`config.mk`:
```
export PLATFORM = sky130hd
export DESIGN_NAME = pwr_clk_ctrl
export DESIGN_NICKNAME = d
export VERILOG_FILES = /design/src/inc/pwr_clk_pkg.sv /design/src/pb_divider.sv /design/src/startup_timer.sv /design/src/pwr_clk_ctrl.sv
export SDC_FILE = /design/constraint.sdc
export NUM_CORES = 1
export LEC_CHECK = 0
export BUFFER_PORTS_ARGS = -buffer_cell sky130_fd_sc_hd__buf_2
export CAP_MARGIN = 20
export CORE_ASPECT_RATIO = 0.75
export CORE_MARGIN = 1.5
export CORE_UTILIZATION = 47
export CTS_CLUSTER_SIZE = 28
export DETAILED_ROUTE_END_ITERATION = 10
export GPL_TIMING_DRIVEN = 0
export PLACE_DENSITY = 0.75
export SLEW_MARGIN = 20
export SYNTH_ARGS = -nofsm -noshare
export SYNTH_HDL_FRONTEND = slang
export SYNTH_SLANG_ARGS = --single-unit
```
`constraint.sdc`:
```
create_clock -name aclk -period 3.5 [get_ports aclk]
set_input_delay 0.35 -clock aclk [delete_from_list [all_inputs] [get_ports aclk]]
set_output_delay 0.35 -clock aclk [all_outputs]
set_load 0.03 [all_outputs]
```
`src/inc/pwr_clk_pkg.sv`:
```
package pwr_clk_pkg;

    // ==========================================================================
    // Register map
    localparam logic [3:0]  OFF_CFG_WORD  = 4'h0;
    localparam logic [3:0]  OFF_PWR_CTRL  = 4'h4;
    localparam logic [3:0]  OFF_PWR_STAT  = 4'h8;
    localparam logic [1:0]  RESP_OKAY     = 2'h0;
    localparam logic [1:0]  RESP_SLVERR   = 2'h2;

    // ==========================================================================
    // Configuration word fields
    localparam int          CSM_LSB       = 14;
    localparam int          PBDIV_LSB     = 12;
    localparam int          CLOCK_OUTPUT_CFG_BIT  = 10;
    localparam int          POSC_LSB      = 8;
    localparam int          TWO_SPEED_BIT = 7;
    localparam int          SOSC_EN_BIT   = 5;
    localparam int          OSC_SEL_LSB   = 0;
    localparam logic [31:0] CFG_RST       = 32'hFFFF_FFFF;

    localparam logic [1:0]  POSC_OFF      = 2'h3;
    localparam logic [1:0]  POSC_HS       = 2'h2;
    localparam logic [1:0]  POSC_XT       = 2'h1;
    localparam logic [1:0]  POSC_EC       = 2'h0;

    localparam logic [2:0]  OSC_FRC_DIVN  = 3'h7;
    localparam logic [2:0]  OSC_FRC_DIV16 = 3'h6;
    localparam logic [2:0]  OSC_LOW_POWER_RC_SOURCE      = 3'h5;
    localparam logic [2:0]  OSC_SOSC      = 3'h4;
    localparam logic [2:0]  OSC_POSC_PLL  = 3'h3;
    localparam logic [2:0]  OSC_POSC      = 3'h2;
    localparam logic [2:0]  OSC_FRCN_PLL  = 3'h1;
    localparam logic [2:0]  OSC_FRC       = 3'h0;

    // ==========================================================================
    // Power control and status fields
    localparam int          CTRL_SLEEP_BIT  = 0;
    localparam int          CTRL_PBDIV_LSB  = 4;
    localparam int          CTRL_OSC_LSB    = 8;
    localparam int          CTRL_SWITCH_BIT = 11;
    localparam int          STAT_MODE_LSB   = 0;
    localparam int          STAT_OSC_LSB    = 4;
    localparam int          STAT_FAIL_SAFE_CLK_MONITOR_BIT   = 8;
    localparam int          STAT_SRC_BIT    = 9;
    localparam int          STAT_TWO_SP_BIT = 10;

    // ==========================================================================
    // Timing
    localparam int          CLK_PERIOD_NS  = 25;
    localparam int          XTAL_START_NS  = 1000;
    localparam int          RC_START_NS    = 100;
    localparam int          XTAL_START_CYC = (XTAL_START_NS + CLK_PERIOD_NS - 1) / CLK_PERIOD_NS;
    localparam int          RC_START_CYC   = (RC_START_NS + CLK_PERIOD_NS - 1) / CLK_PERIOD_NS;
    localparam int          TMR_W          = 8;

    typedef enum logic [1:0] {PM_RUN, PM_IDLE, PM_SLEEP, PM_WAKE} pm_state_t;

endpackage

```
`src/pb_divider.sv`:
```
`timescale 1ns/1ps

module pb_divider
    import pwr_clk_pkg::*;
(
    input  wire logic       aclk,
    input  wire logic       aresetn,
    input  wire logic       enable,
    input  wire logic [1:0] div_sel,
    output logic            tick
);

    typedef struct packed {
        logic [2:0] cnt;
    } div_state_t;

    div_state_t q;
    div_state_t d;
    logic [2:0] last;

    // The last count is 2^div_sel - 1, so the tick falls every 1, 2, 4 or 8 cycles.
    always_comb
    begin
        last = 3'(({1'b0, 3'h1} << div_sel) - 4'h1);
        d    = q;
        if (!aresetn || !enable || q.cnt >= last)
        begin
            d.cnt = 3'h0;
        end
        else
        begin
            d.cnt = q.cnt + 3'h1;
        end
    end

    always_ff @(posedge aclk)
    begin
        q <= d;
    end

    assign tick = enable && (q.cnt >= last);

endmodule // pb_divider

```
`src/startup_timer.sv`:
```
`timescale 1ns/1ps

module startup_timer
    import pwr_clk_pkg::*;
#(
    parameter int W = TMR_W
)
(
    input  wire logic         aclk,
    input  wire logic         aresetn,
    input  wire logic         start,
    input  wire logic [W-1:0] load,
    output logic              done
);

    typedef struct packed {
        logic [W-1:0] cnt;
        logic         busy;
    } tmr_state_t;

    tmr_state_t q;
    tmr_state_t d;

    always_comb
    begin
        d = q;
        if (!aresetn)
        begin
            d = '0;
        end
        else if (start)
        begin
            d.cnt  = load;
            d.busy = 1'b1;
        end
        else if (q.busy)
        begin
            d.cnt  = q.cnt - 1'b1;
            d.busy = (q.cnt > 1);
        end
    end

    always_ff @(posedge aclk)
    begin
        q <= d;
    end

    assign done = !q.busy && !start;

endmodule // startup_timer

```
`src/pwr_clk_ctrl.sv`:
```
`timescale 1ns/1ps

// Notes on behaviour
// RULE_01: Switch/monitor field: 1x neither, 01 switching only, 00 switching and monitor.
// RULE_02: Default peripheral bus divisor field: 00 /1, 01 /2, 10 /4, 11 /8.
// RULE_03: Clock output drives the pin when its bit is 0 and primary mode is 11 or 00.
// RULE_04: Primary oscillator mode: 11 off, 10 high-speed, 01 crystal, 00 external clock.
// RULE_05: Switchover bit 1 starts on the internal clock, then moves to the external one.
// RULE_06: Secondary oscillator runs only while its enable bit is 1.
// RULE_07: Three-bit startup oscillator selection picks one of eight sources.
// RULE_08: Software must not disable primary while it is the selected source.
// RULE_09: The programmer writes ones into reserved bits 11, 6 and 4-3.
// RULE_10: Sleep stops the CPU clock, the system source and system-clocked peripherals.
// RULE_11: The fail-safe monitor is inactive throughout Sleep.
// RULE_12: Entering Sleep never clears the watchdog counter.
// RULE_13: Idle gates only the CPU clock; source and peripherals keep running.
// RULE_14: Peripherals may run from a programmable fraction of the system clock.
// RULE_15: The CPU may run from fast RC, low-power RC or the secondary oscillator.
// RULE_16: USB may keep primary or fast RC sources running in Sleep.
// RULE_17: Wake-up events end Sleep after a delay set by the oscillator type.
// RULE_18: Pins keep their driven state throughout Sleep.
// RULE_19: Software commands every power-saving entry and may disable modules first.
// RULE_20: A control bit, sampled at the halt request, picks Sleep or Idle.
// RULE_21: On wake the source restarts and settles before the CPU clock returns.
module pwr_clk_ctrl
    import pwr_clk_pkg::*;
#(
    parameter int IO_W = 8
)
(
    input  wire logic            aclk,
    input  wire logic            aresetn,
    input  wire logic [3:0]      awaddr,
    input  wire logic            awvalid,
    output logic                 awready,
    input  wire logic [31:0]     wdata,
    input  wire logic [3:0]      wstrb,
    input  wire logic            wvalid,
    output logic                 wready,
    output logic [1:0]           bresp,
    output logic                 bvalid,
    input  wire logic            bready,
    input  wire logic [3:0]      araddr,
    input  wire logic            arvalid,
    output logic                 arready,
    output logic [31:0]          rdata,
    output logic [1:0]           rresp,
    output logic                 rvalid,
    input  wire logic            rready,
    input  wire logic [31:0]     cfg_word,
    input  wire logic            cpu_halt_req,
    input  wire logic            wake_event,
    input  wire logic            osc_ready,
    input  wire logic            usb_keep_osc,
    input  wire logic            wdt_clear_req,
    input  wire logic [IO_W-1:0] io_out_in,
    output logic                 cpu_clk_en,
    output logic                 system_clock_src_en,
    output logic                 periph_clk_en,
    output logic                 pb_clk_en,
    output logic                 fail_safe_clk_monitor_en,
    output logic                 clk_switch_en,
    output logic                 clk_out_en,
    output logic                 posc_en,
    output logic                 posc_hs_mode,
    output logic                 posc_xt_mode,
    output logic                 posc_ec_mode,
    output logic                 sosc_en,
    output logic                 pll_en,
    output logic [2:0]           osc_sel,
    output logic                 two_speed_active,
    output logic                 wdt_clear,
    output logic [IO_W-1:0]      io_out
);

    // ==========================================================================
    // State
    typedef struct packed {
        logic [31:0]     cfg;
        pm_state_t       st;
        logic            boot;
        logic            two_sp;
        logic [2:0]      osc;
        logic            sleep_sel;
        logic [1:0]      pb_div;
        logic [1:0]      wake_s;
        logic [1:0]      ordy_s;
        logic            wdt_clr;
        logic [IO_W-1:0] io;
        logic            aw_held;
        logic [3:0]      aw_addr;
        logic            w_held;
        logic [31:0]     w_data;
        logic [3:0]      w_strb;
        logic            bvalid;
        logic [1:0]      bresp;
        logic            rvalid;
        logic [31:0]     rdata;
        logic [1:0]      rresp;
    } ctl_state_t;

    ctl_state_t q;
    ctl_state_t d;

    logic [1:0]       posc_mode;
    logic [2:0]       boot_sel;
    logic             posc_src;
    logic             frc_src;
    logic             src_kept;
    logic             tmr_start;
    logic [TMR_W-1:0] tmr_load;
    logic             tmr_done;
    logic             aw_go;
    logic             w_go;
    logic             do_wr;
    logic [3:0]       wr_addr;
    logic [31:0]      wr_data;
    logic [3:0]       wr_strb;
    logic [31:0]      stat_word;

    // ==========================================================================
    // Configuration decode
    assign posc_mode     = q.cfg[POSC_LSB +: 2];
    assign boot_sel      = q.cfg[OSC_SEL_LSB +: 3];
    assign clk_switch_en = !q.cfg[CSM_LSB + 1]; // RULE_01
    // The monitor has no reference to watch while the source is stopped.
    assign fail_safe_clk_monitor_en       = (q.cfg[CSM_LSB +: 2] == 2'h0) && (q.st != PM_SLEEP); // RULE_01 RULE_11
    assign posc_hs_mode  = (posc_mode == POSC_HS); // RULE_04
    assign posc_xt_mode  = (posc_mode == POSC_XT); // RULE_04
    assign posc_ec_mode  = (posc_mode == POSC_EC); // RULE_04
    assign clk_out_en    = !q.cfg[CLOCK_OUTPUT_CFG_BIT]
                           && (posc_mode == POSC_OFF || posc_mode == POSC_EC); // RULE_03
    assign posc_src      = (q.osc == OSC_POSC) || (q.osc == OSC_POSC_PLL);
    assign frc_src       = !posc_src && (q.osc != OSC_SOSC) && (q.osc != OSC_LOW_POWER_RC_SOURCE);
    assign src_kept      = usb_keep_osc && (posc_src || frc_src); // RULE_16

    // ==========================================================================
    // Clock gating outputs
    assign cpu_clk_en       = (q.st == PM_RUN); // RULE_10 RULE_13
    assign system_clock_src_en    = (q.st != PM_SLEEP) || src_kept; // RULE_10 RULE_13 RULE_16
    assign periph_clk_en    = (q.st == PM_RUN) || (q.st == PM_IDLE); // RULE_10 RULE_13
    assign posc_en          = (posc_mode != POSC_OFF) && system_clock_src_en
                              && (posc_src || q.two_sp); // RULE_04 RULE_05
    assign sosc_en          = q.cfg[SOSC_EN_BIT]; // RULE_06
    assign pll_en           = system_clock_src_en
                              && (q.osc == OSC_POSC_PLL || q.osc == OSC_FRCN_PLL); // RULE_07
    assign osc_sel          = q.osc;
    assign two_speed_active = q.two_sp;
    assign wdt_clear        = q.wdt_clr;
    assign io_out           = q.io;

    pb_divider u_pb_divider (
        .aclk    (aclk),
        .aresetn (aresetn),
        .enable  (periph_clk_en),
        .div_sel (q.pb_div),
        .tick    (pb_clk_en)
    ); // RULE_14

    // Crystals need far longer to settle than the RC sources.
    assign tmr_load  = (posc_src && posc_mode != POSC_EC) || (q.osc == OSC_SOSC)
                       ? TMR_W'(XTAL_START_CYC) : TMR_W'(RC_START_CYC); // RULE_17
    assign tmr_start = (q.st == PM_SLEEP) && q.wake_s[1] && !src_kept; // RULE_21

    startup_timer u_startup_timer (
        .aclk    (aclk),
        .aresetn (aresetn),
        .start   (tmr_start),
        .load    (tmr_load),
        .done    (tmr_done)
    );

    // ==========================================================================
    // Bus handshakes
    assign awready = !q.aw_held && !q.bvalid;
    assign wready  = !q.w_held && !q.bvalid;
    assign arready = !q.rvalid;
    assign bvalid  = q.bvalid;
    assign bresp   = q.bresp;
    assign rvalid  = q.rvalid;
    assign rdata   = q.rdata;
    assign rresp   = q.rresp;
    assign aw_go   = q.aw_held || (awvalid && awready);
    assign w_go    = q.w_held || (wvalid && wready);
    assign do_wr   = aw_go && w_go && !q.bvalid;
    assign wr_addr = q.aw_held ? q.aw_addr : awaddr;
    assign wr_data = q.w_held ? q.w_data : wdata;
    assign wr_strb = q.w_held ? q.w_strb : wstrb;

    always_comb
    begin
        stat_word                          = '0;
        stat_word[STAT_MODE_LSB +: 2]      = q.st;
        stat_word[STAT_OSC_LSB +: 3]       = q.osc;
        stat_word[STAT_FAIL_SAFE_CLK_MONITOR_BIT]           = fail_safe_clk_monitor_en;
        stat_word[STAT_SRC_BIT]            = system_clock_src_en;
        stat_word[STAT_TWO_SP_BIT]         = q.two_sp;
    end

    // ==========================================================================
    // Next state
    always_comb
    begin
        d        = q;
        d.cfg    = cfg_word;
        d.wake_s = {q.wake_s[0], wake_event};
        d.ordy_s = {q.ordy_s[0], osc_ready};
        // Sleep entry leaves the watchdog alone; only the CPU's own request clears it.
        d.wdt_clr = wdt_clear_req; // RULE_12
        if (q.st != PM_SLEEP)
        begin
            d.io = io_out_in;
        end // RULE_18

        // Startup source and default bus divisor, taken once the word is loaded.
        if (q.boot)
        begin
            d.boot   = 1'b0;
            d.pb_div = q.cfg[PBDIV_LSB +: 2]; // RULE_02
            if (q.cfg[TWO_SPEED_BIT]
                && (boot_sel == OSC_POSC || boot_sel == OSC_POSC_PLL))
            begin
                d.osc    = OSC_FRC;
                d.two_sp = 1'b1; // RULE_05
            end
            else
            begin
                d.osc = boot_sel; // RULE_07
            end
        end
        else if (q.two_sp && q.ordy_s[1])
        begin
            d.two_sp = 1'b0;
            d.osc    = boot_sel; // RULE_05
        end

        case (q.st)
            PM_RUN:
            begin
                if (cpu_halt_req)
                begin
                    d.st = q.sleep_sel ? PM_SLEEP : PM_IDLE; // RULE_20
                end
            end
            PM_IDLE:
            begin
                if (q.wake_s[1])
                begin
                    d.st = PM_RUN;
                end
            end
            PM_SLEEP:
            begin
                if (q.wake_s[1])
                begin
                    d.st = src_kept ? PM_RUN : PM_WAKE; // RULE_17
                end
            end
            PM_WAKE:
            begin
                if (tmr_done && q.ordy_s[1])
                begin
                    d.st = PM_RUN; // RULE_21
                end
            end
            default:
            begin
                d.st = PM_RUN;
            end
        endcase

        // Write channel: address and data may arrive in either order.
        if (awvalid && awready && !do_wr)
        begin
            d.aw_held = 1'b1;
            d.aw_addr = awaddr;
        end
        if (wvalid && wready && !do_wr)
        begin
            d.w_held = 1'b1;
            d.w_data = wdata;
            d.w_strb = wstrb;
        end
        if (do_wr)
        begin
            d.aw_held = 1'b0;
            d.w_held  = 1'b0;
            d.bvalid  = 1'b1;
            d.bresp   = RESP_OKAY;
            if (wr_addr == OFF_PWR_CTRL)
            begin
                if (wr_strb[0])
                begin
                    d.sleep_sel = wr_data[CTRL_SLEEP_BIT];
                    d.pb_div    = wr_data[CTRL_PBDIV_LSB +: 2]; // RULE_14
                end
                // A switch request is dropped when switching is locked out.
                if (wr_strb[1] && wr_data[CTRL_SWITCH_BIT] && clk_switch_en
                    && q.st == PM_RUN && !q.two_sp && !q.boot)
                begin
                    d.osc = wr_data[CTRL_OSC_LSB +: 3]; // RULE_15
                end
            end
            else
            begin
                d.bresp = RESP_SLVERR;
            end
        end
        else if (q.bvalid && bready)
        begin
            d.bvalid = 1'b0;
        end

        if (arvalid && arready)
        begin
            d.rvalid = 1'b1;
            d.rresp  = RESP_OKAY;
            case (araddr)
                OFF_CFG_WORD: d.rdata = q.cfg;
                OFF_PWR_CTRL: d.rdata = {20'h0, 1'b0, q.osc, 2'h0, q.pb_div,
                                         3'h0, q.sleep_sel};
                OFF_PWR_STAT: d.rdata = stat_word;
                default:
                begin
                    d.rdata = '0;
                    d.rresp = RESP_SLVERR;
                end
            endcase
        end
        else if (q.rvalid && rready)
        begin
            d.rvalid = 1'b0;
        end

        if (!aresetn)
        begin
            d        = '0;
            d.cfg    = cfg_word;
            d.st     = PM_RUN;
            d.boot   = 1'b1;
            d.osc    = OSC_FRC;
        end
    end

    always_ff @(posedge aclk)
    begin
        q <= d;
    end
endmodule // pwr_clk_ctrl

```
==> flow_results.org, run 1 <==
** GRT
- The first global-routing pass estimated approximately 18,000 µm of wire.
- Via count of the first global-routing pass :: 3,776
- Global route total overflow :: 0
- Global routing used 21.6% of the available tracks.
- The initial antenna violation count came to 0.
- Entering global routing, the biggest net connects 17 pins.

** Status
- Result of the run :: complete, no violations

** Pwr
- Share of power burned in the clock network :: 49.6%
- The analysis attributes to cell leakage a power of 2.92 nW.
- Net switching is between 20% and 30% of the power.
- Gate power share :: 13.0%
- Internal Dissipation :: 0.00298 W
- Sequential cell fraction of total power :: 37.4%
- Dividing total power by cell area gives a power density of 618 nW/µm².
- Switching power of the nets :: roughly 0.00095 W
- The design draws 0.00393 W.
- Peak supply drop :: 0.000373 V

** Timing
- Between clock sinks in the finished design, the worst skew comes to between 0.008 and 0.009 ns.
- After layout, the minimum clock period comes to 2.38 ns.
- Fin worst setup slack :: 1.12 ns
- Setup violations remaining at the end of the flow were counted as 0.
- Max Clock Freq :: 419 MHz
- At the pin with the least slew margin, the transition time is 0.764 ns.
- The hold violation count in the final report is 0.
- Count of final max-slew check failures :: 0
- Max-slew headroom :: 49.0%
- In the final timing run, aggregate negative setup slack is 0 ns.
- Final Cycle Share :: around two thirds
- Setup repair after global routing missed its margin :: no

** Setup path
- Maximum fanout along the worst path :: 4
- The critical path is of the reg2out type.
- Chain of cells forming the critical path :: or2_2 -> ha_1 -> nand2b_1 -> a21o_1 -> a21oi_1 -> nor2_1 -> buf_2
- The worst register-to-register path has a setup slack of between 1.5 and 2 ns.
- Required @ worst endpoint :: 3.15 ns
- STA classifies the critical path startpoint as a flip-flop.
- R2R Path Start :: q[101]$_SDFFE_PN0P_
- Worst reg2reg path depth :: 5
- Startpoint of the worst setup timing path :: q[93]$_SDFF_PN0_
- The largest individual stage delay along the critical path comes from the cell dfxtp_1.
- In this run the critical register-to-register path is captured at osc_sel[2]$_SDFF_PN0_.
- For this run, the slowest stage of the critical path takes 0.34 ns.
- STA classifies the critical path endpoint as an output pin.
- Worst endpoint data arrival time :: 2.03 ns

** Synthesis
- Avg Inst Size Synth :: 9.80 µm²
- Ranked by instance count, the synthesized netlist is headed by dfxtp_1 (118), nor2_1 (70), buf_4 (51).
- Gate Count Post-Synth :: just under 500
- Summed over its instances, the top area cell type makes up 48.5% of the synthesized netlist area.
- Synthesis instantiated 52 different standard cells from the library.
- During synthesis, Yosys emitted a total of 0 warnings.
- For this run, asynchronously set or reset flops after synthesis account for 0%.
- Biggest area consumer among synthesized cells :: dfxtp_1
- Ranked by total cell area, the synthesized netlist is headed by dfxtp_1 (49%), buf_4 (7.9%), nor2_1 (5.4%).
- After synthesis the netlist holds a flip-flop and latch count of around 120.
- In this run the cell area of the synthesized design comes to 4870 µm².
- Primary flip-flop cell chosen by synthesis mapping :: dfxtp_1
- The synthesized design contains 0 enable-type register cells.
- Sequential element share of the synthesized area :: 48.5%
- The most common cell in the synthesized netlist is dfxtp_1.

** CTS
- Hold-fix buffers, CTS :: 0
- TritonCTS built the clock tree.
- Post-CTS setup buffers :: 0
- Buffers from clock root to sink, at most :: 2
- Clock-pin slew was measured on the worst setup and hold paths at 0.05 ns.
- The H-tree generated during clock tree synthesis spans 4 levels.
- Number of buffers created by CTS :: 17
- The root buffer cell chosen for the clock tree is clkbuf_16.
- Gates resized, CTS repair :: 0
- Skew-Pair Late Insertion Delay :: 0.41 ns
- Total clock sinks :: 118

** Job
- The tool flagged a number of max-cap violations equal to 0.

** Route
- The routed layout has 3,892 vias.
- Router iterations before antenna repair :: 4
- Post-route antenna net violation count :: 0
- Via/cell ratio :: 4.91
- Number of DRC violations after detailed routing :: 0
- Avg WL per Cell :: ~14 µm
- The routed design has ~11,000 µm of wire.
- DRT iter0 DRCs :: 254

** Min path
- End point of the worst hold path :: q[134]$_DFF_P_
- Worst hold start :: cfg_word[31]
- Along the worst hold path, the cell count comes to 1.
- The tightest min-delay check is of the in2reg type.

** Finish
- The net count of the finished layout is 755.
- The sequential cells in the finished layout cover a total of approximately 2400 µm².
- Filler instances :: 833
- Of the cells placed in the final design, the portion with a size suffix greater than 1 is 38.9%.
- Relative to the synthesized area, the layout overhead comes to 30.7%.
- Antenna diode count :: 0
- Core utilization of the finished layout :: 64.6%
- The multi-input combinational cells in the finished layout cover a total of 1950 µm².

** Placed design
- Port-buffer cells :: about 130
- Routability-driven placement congestion ratio :: between 0.7 and 0.8
- Hpwl dp :: around 8500 µm
- Prior to clock tree synthesis, the placed netlist has a worst setup slack of approximately 1.5 ns.

** Die
- The die covers 11,000 µm².
- The die is 91.2 µm tall.
- Area inside the core boundary :: between 9000 and 10,000 µm²
- The floorplan has 31 rows.
- Io pins :: 163
- Starting density of the core :: between 40% and 50%
- In this run the horizontal extent of the chip is 121 µm.
-- critical path, delay by kind of cell (launching register included) --
family / cells / cell delay (ns)
compound gates: 2 / 0.35
fa+ha+maj: 1 / 0.26
buf+inv: 1 / 0.17
flops: 1 / 0.34
simple gates: 3 / 0.51
-- worst max path at each step --
stage	endpoint	slack, ns	cells after the start
after global placement	osc_sel[2]$_SDFF_PN0_	1.55	6
after global routing	pb_clk_en	1.02	7
final	pb_clk_en	1.12	7
after detailed placement	osc_sel[2]$_SDFF_PN0_	1.53	6
after floorplan	pb_clk_en	1.64	6
after CTS	pb_clk_en	1.10	7
-- registers in the layout (all words and copies together), names as in the netlist --
register and cells:
boot_sel 3, bresp 1, osc_sel 3, bvalid 1, wdt_clear 1, q 51
io_out 8, rdata 32, posc_mode 2, rresp 1, rvalid 1, two_speed_active 1
u_startup_timer.q 9, u_pb_divider.q 3, sosc_en 1
-- cell usage in the layout (no fill, tap or decap), drive strengths merged, types with 12 or more instances in the layout --
cell	count
mux2i	23
inv	17
a21oi	28
o21ai	12
a22oi	32
nor2	73
dfxtp	118
buf	195
nand2	32
clkbuf	31
-- logic make-up after synthesis --
group,count (synthesis),synth area share (%)
AO/OA/AOI/OAI,94,14.8
XOR/XNOR,7,1.26
adder cells (fa/ha/maj),10,2.57
buffers and inverters,88,11.5
flip-flops,118,48.5
multiplexers,24,4.96
other,1,0.0770
AND/OR/NAND/NOR,155,16.3
-- stage by stage --
step	area, µm²	instances	hold WS [ns]
2_1_floorplan	4870	498	0.378
3_3_place_gp	5700	762	0.422
3_5_place_dp	5700	762	0.423
4_1_cts	6360	793	0.0270
5_1_grt	6360	793	0.0308
6_report	6360	793	0.0402
-- final cells by class --
| cell class | count | area share (%) |
|---|---|---|
| plain buffers | 71 | 7.83 |
| clock buffers | 23 | 7.35 |
| multi-input cells | 292 | 30.6 |
| repair buffers | 132 | 10.4 |
| inverters | 17 | 1.00 |
| flip-flops and latches | 118 | 37.1 |
| well taps | 132 | 2.60 |
| clock inverters | 8 | 3.07 |
-- power groups by stage --
stage	registers, W	logic [W]	clock network [W]
final	0.00147	0.000509	0.00195
after global routing	0.00148	0.000556	0.00203
after CTS	0.00147	0.000512	0.00197
after detailed placement	0.00150	0.000508	0
after global placement	0.00149	0.000498	0
after floorplan	0.00149	0.000359	0
-- metal layers --
| layer | up-vias | wire length (µm) | global-route usage [%] |
|---|---|---|---|
| met4 | 0 | 181 | 9.12 |
| li1 | 1942 | - | - |
| met1 | 1820 | 5210 | 27.8 |
| met5 | - | 0 | 0 |
| met3 | 17 | 759 | 5.78 |
| met2 | 113 | 5220 | 34.0 |
No activity file was read; power rests on OpenSTA's default activity.
==> run 2: changes to the inputs <==
==> constraint.sdc (replaced) <==
create_clock -name aclk -period 2.4 [get_ports aclk]
set_input_delay 0.24 -clock aclk [delete_from_list [all_inputs] [get_ports aclk]]
set_output_delay 0.24 -clock aclk [all_outputs]
set_load 0.03 [all_outputs]
==> flow_results.org, run 2 (same netlist as run 1, synthesis figures left out) <==
** Status
- Result of the run :: complete, no violations

** Route
- After detailed routing, the average wire length per cell comes to 14.3 µm.
- Number of DRC violations after detailed routing :: 0
- The first detailed-routing pass ran for 6 iterations.
- In the routed layout, each cell is associated on average with a via count of 4.92.
- DRT iter0 DRCs :: 290
- After detailed routing, the total wire length is 11,800 µm.
- Routed via count :: 4,061
- The count of nets left with antenna violations once routing finished came out at 0.

** Timing
- The worst path meets setup with 0.119 ns of slack.
- Timing would allow up to 438 MHz.
- The number of max-slew violations in the final report came to 0.
- Worst hold-check slack :: 0.0379 ns
- Setup violations remaining at the end of the flow were counted as 0.
- Setup repair after global routing left no endpoint under its margin.
- Clk_skew :: 0.00504 ns
- The hold violation count in the final report is 0.
- Of the available clock period, the critical path in the final layout requires 95.1%.
- Post-route setup TNS :: 0 ns
- The worst pin sits at a relative slew slack of 50.1%.
- Time the final worst path needs with I/O delays and setup :: between 2 and 2.5 ns
- For the pin with the worst max-slew slack, the measured transition is 0.739 ns.

** Setup path
- Nature of the critical path startpoint :: flip-flop
- For flop-to-flop paths, the worst setup slack is roughly 0.46 ns.
- Type of the worst setup path :: reg2out
- Endpoint class of the critical path :: output pin
- Maximum fanout along the worst path :: 4
- Worst endpoint data arrival time :: between 2 and 2.5 ns
- The worst register-to-register path has a depth of 5.
- At the worst endpoint, the required time is 2.16 ns.

** CTS
- Clock tree synthesis inserted a total of 17 buffers.
- Clock tree synthesis found a total of 118 sinks.
- Clock tree root driver cell :: clkbuf_16
- Post-CTS setup buffers :: 0
- CTS tree :: done
- No sink is reached through more buffers than the 2 on the longest clock path.
- Clock latency on the worst-skew pair, taken at its later pin, is 0.41 ns.
- Clock-pin slew was measured on the worst setup and hold paths at around 0.050 ns.
- The clock tree synthesis step divided the H-tree into 4 levels.

** GRT
- Total Routing Usage GR :: 22.4%
- The initial antenna violation count was 0.
- The via count of the first global-routing pass was 3,992.
- Pin count of the biggest net entering global routing :: 17
- For this run the aggregate overflow at the end of global routing stands at 0.
- Global-route wire length before repair :: 19,000 µm

** Placed design
- Once detailed placement completed, the half-perimeter wirelength came to 8480 µm.
- Prior to clock tree synthesis, the placed netlist has a worst setup slack of 0.454 ns.
- Port-buffer cells :: 132
- After detailed placement, the total cell area comes to 5700 µm².
- Routability-driven placement congestion ratio :: 0.797

** Finish
- Ranked by flip-flop count, first place goes to q.
- From synthesis to final layout, the design area changed by 37.2%.
- Highest-count cells in the layout ignoring fill and taps :: buf_2 (140), dfxtp_1 (118), nor2_1 (70)
- Across the whole layout, storage elements account for about 2400 µm².
- Commonest non-fill, non-tap cell in the layout :: buf_2
- Fill cells in the final layout number 786.
- Post-route design area :: between 6000 and 7000 µm²
- In the final layout, the multi-input gates occupy 1950 µm².
- Antenna diode count :: 0
- Share of cells above drive strength 1 :: 37.1%
- Max reg flops :: 51
- Final-stage net count :: between 700 and 800

** Die
- Site Rows :: 31
- The core region is 9850 µm².
- The floorplan step defined a die boundary enclosing 11,000 µm².
- Y dimension of the die :: 91.2 µm
- Io pins :: 163
- Starting density of the core :: 49.4%
- The die is 121 µm wide.

** Pwr
- Across the VDD grid, the largest voltage drop is roughly 0.00054 V.
- Leakage power of the design :: 3.06 nW
- Power spread over the standard cell area amounts to 865 nW/µm².

** Min path
- Worst hold path type :: in2reg
- Worst Hold Path Cells :: 2

** Job
- Max-cap violations :: 0
-- run 2: cell count changes in the layout (fill, tap and decap cells not counted), sizes merged --
cell / previous run / this run
dlygate4sd3: 0 / 32
-- run 2: through the flow --
stage	total power (W)	instances	utilization, %
after floorplan	0.00269	498	-
after global placement	0.00290	762	57.8
after detailed placement	0.00292	762	57.8
after CTS	0.00581	825	67.8
after global routing	0.00598	825	67.8
final	0.00578	825	67.8
-- run 2: path summary, 6_finish.rpt --
path / startpoint / endpoint
setup reg to reg: q[101]$_SDFFE_PN0P_ / osc_sel[2]$_SDFF_PN0_
setup / recovery: q[93]$_SDFF_PN0_ / pb_clk_en
hold / removal: wake_event / q[91]$_SDFF_PN0_
hold reg to reg: q[89]$_SDFF_PN0_ / q[90]$_SDFF_PN0_
-- run 2: repair_timing --
action,4_1_cts,5_1_grt
endpoints found under the hold margin,32,0
resized for setup,0,0
hold buffers,32,0
-- run 2: area by class of cell --
type | count | share of cell area (%)
Buffer | 71 | 7.45
Multi-Input combinational cell | 292 | 29.2
Tap cell | 132 | 2.47
Clock buffer | 23 | 7.00
Timing Repair Buffer | 164 | 14.7
Sequential cell | 118 | 35.3
Inverter | 17 | 0.955
Clock inverter | 8 | 2.92
-- run 2: critical path, stage by stage, from the launching register on --
cell and delay, ns:
dfxtp_1 0.35, or2_2 0.31, ha_1 0.26, nand2b_1 0.14, a21o_1 0.17, a21oi_1 0.18, nor2_1 0.06, buf_2 0.17
-- run 2: metal layers --
layer  vias to the layer above  routed length, µm  GRT usage [%]
met5                         -                  0              0
met4                         0                118           8.82
met3                        12                692           5.53
met2                       117               5640           36.6
met1                      1926               5360           28.4
li1                       2006                  -              -
-- run 2: power breakdown --
group | total (W) | internal (W) | switching (W)
clock | 0.00285 | 0.00200 | 0.000853
sequential | 0.00215 | 0.00207 | 0.0000794
combinational | 0.000784 | 0.000322 | 0.000462
total | 0.00578 | 0.00438 | 0.00139
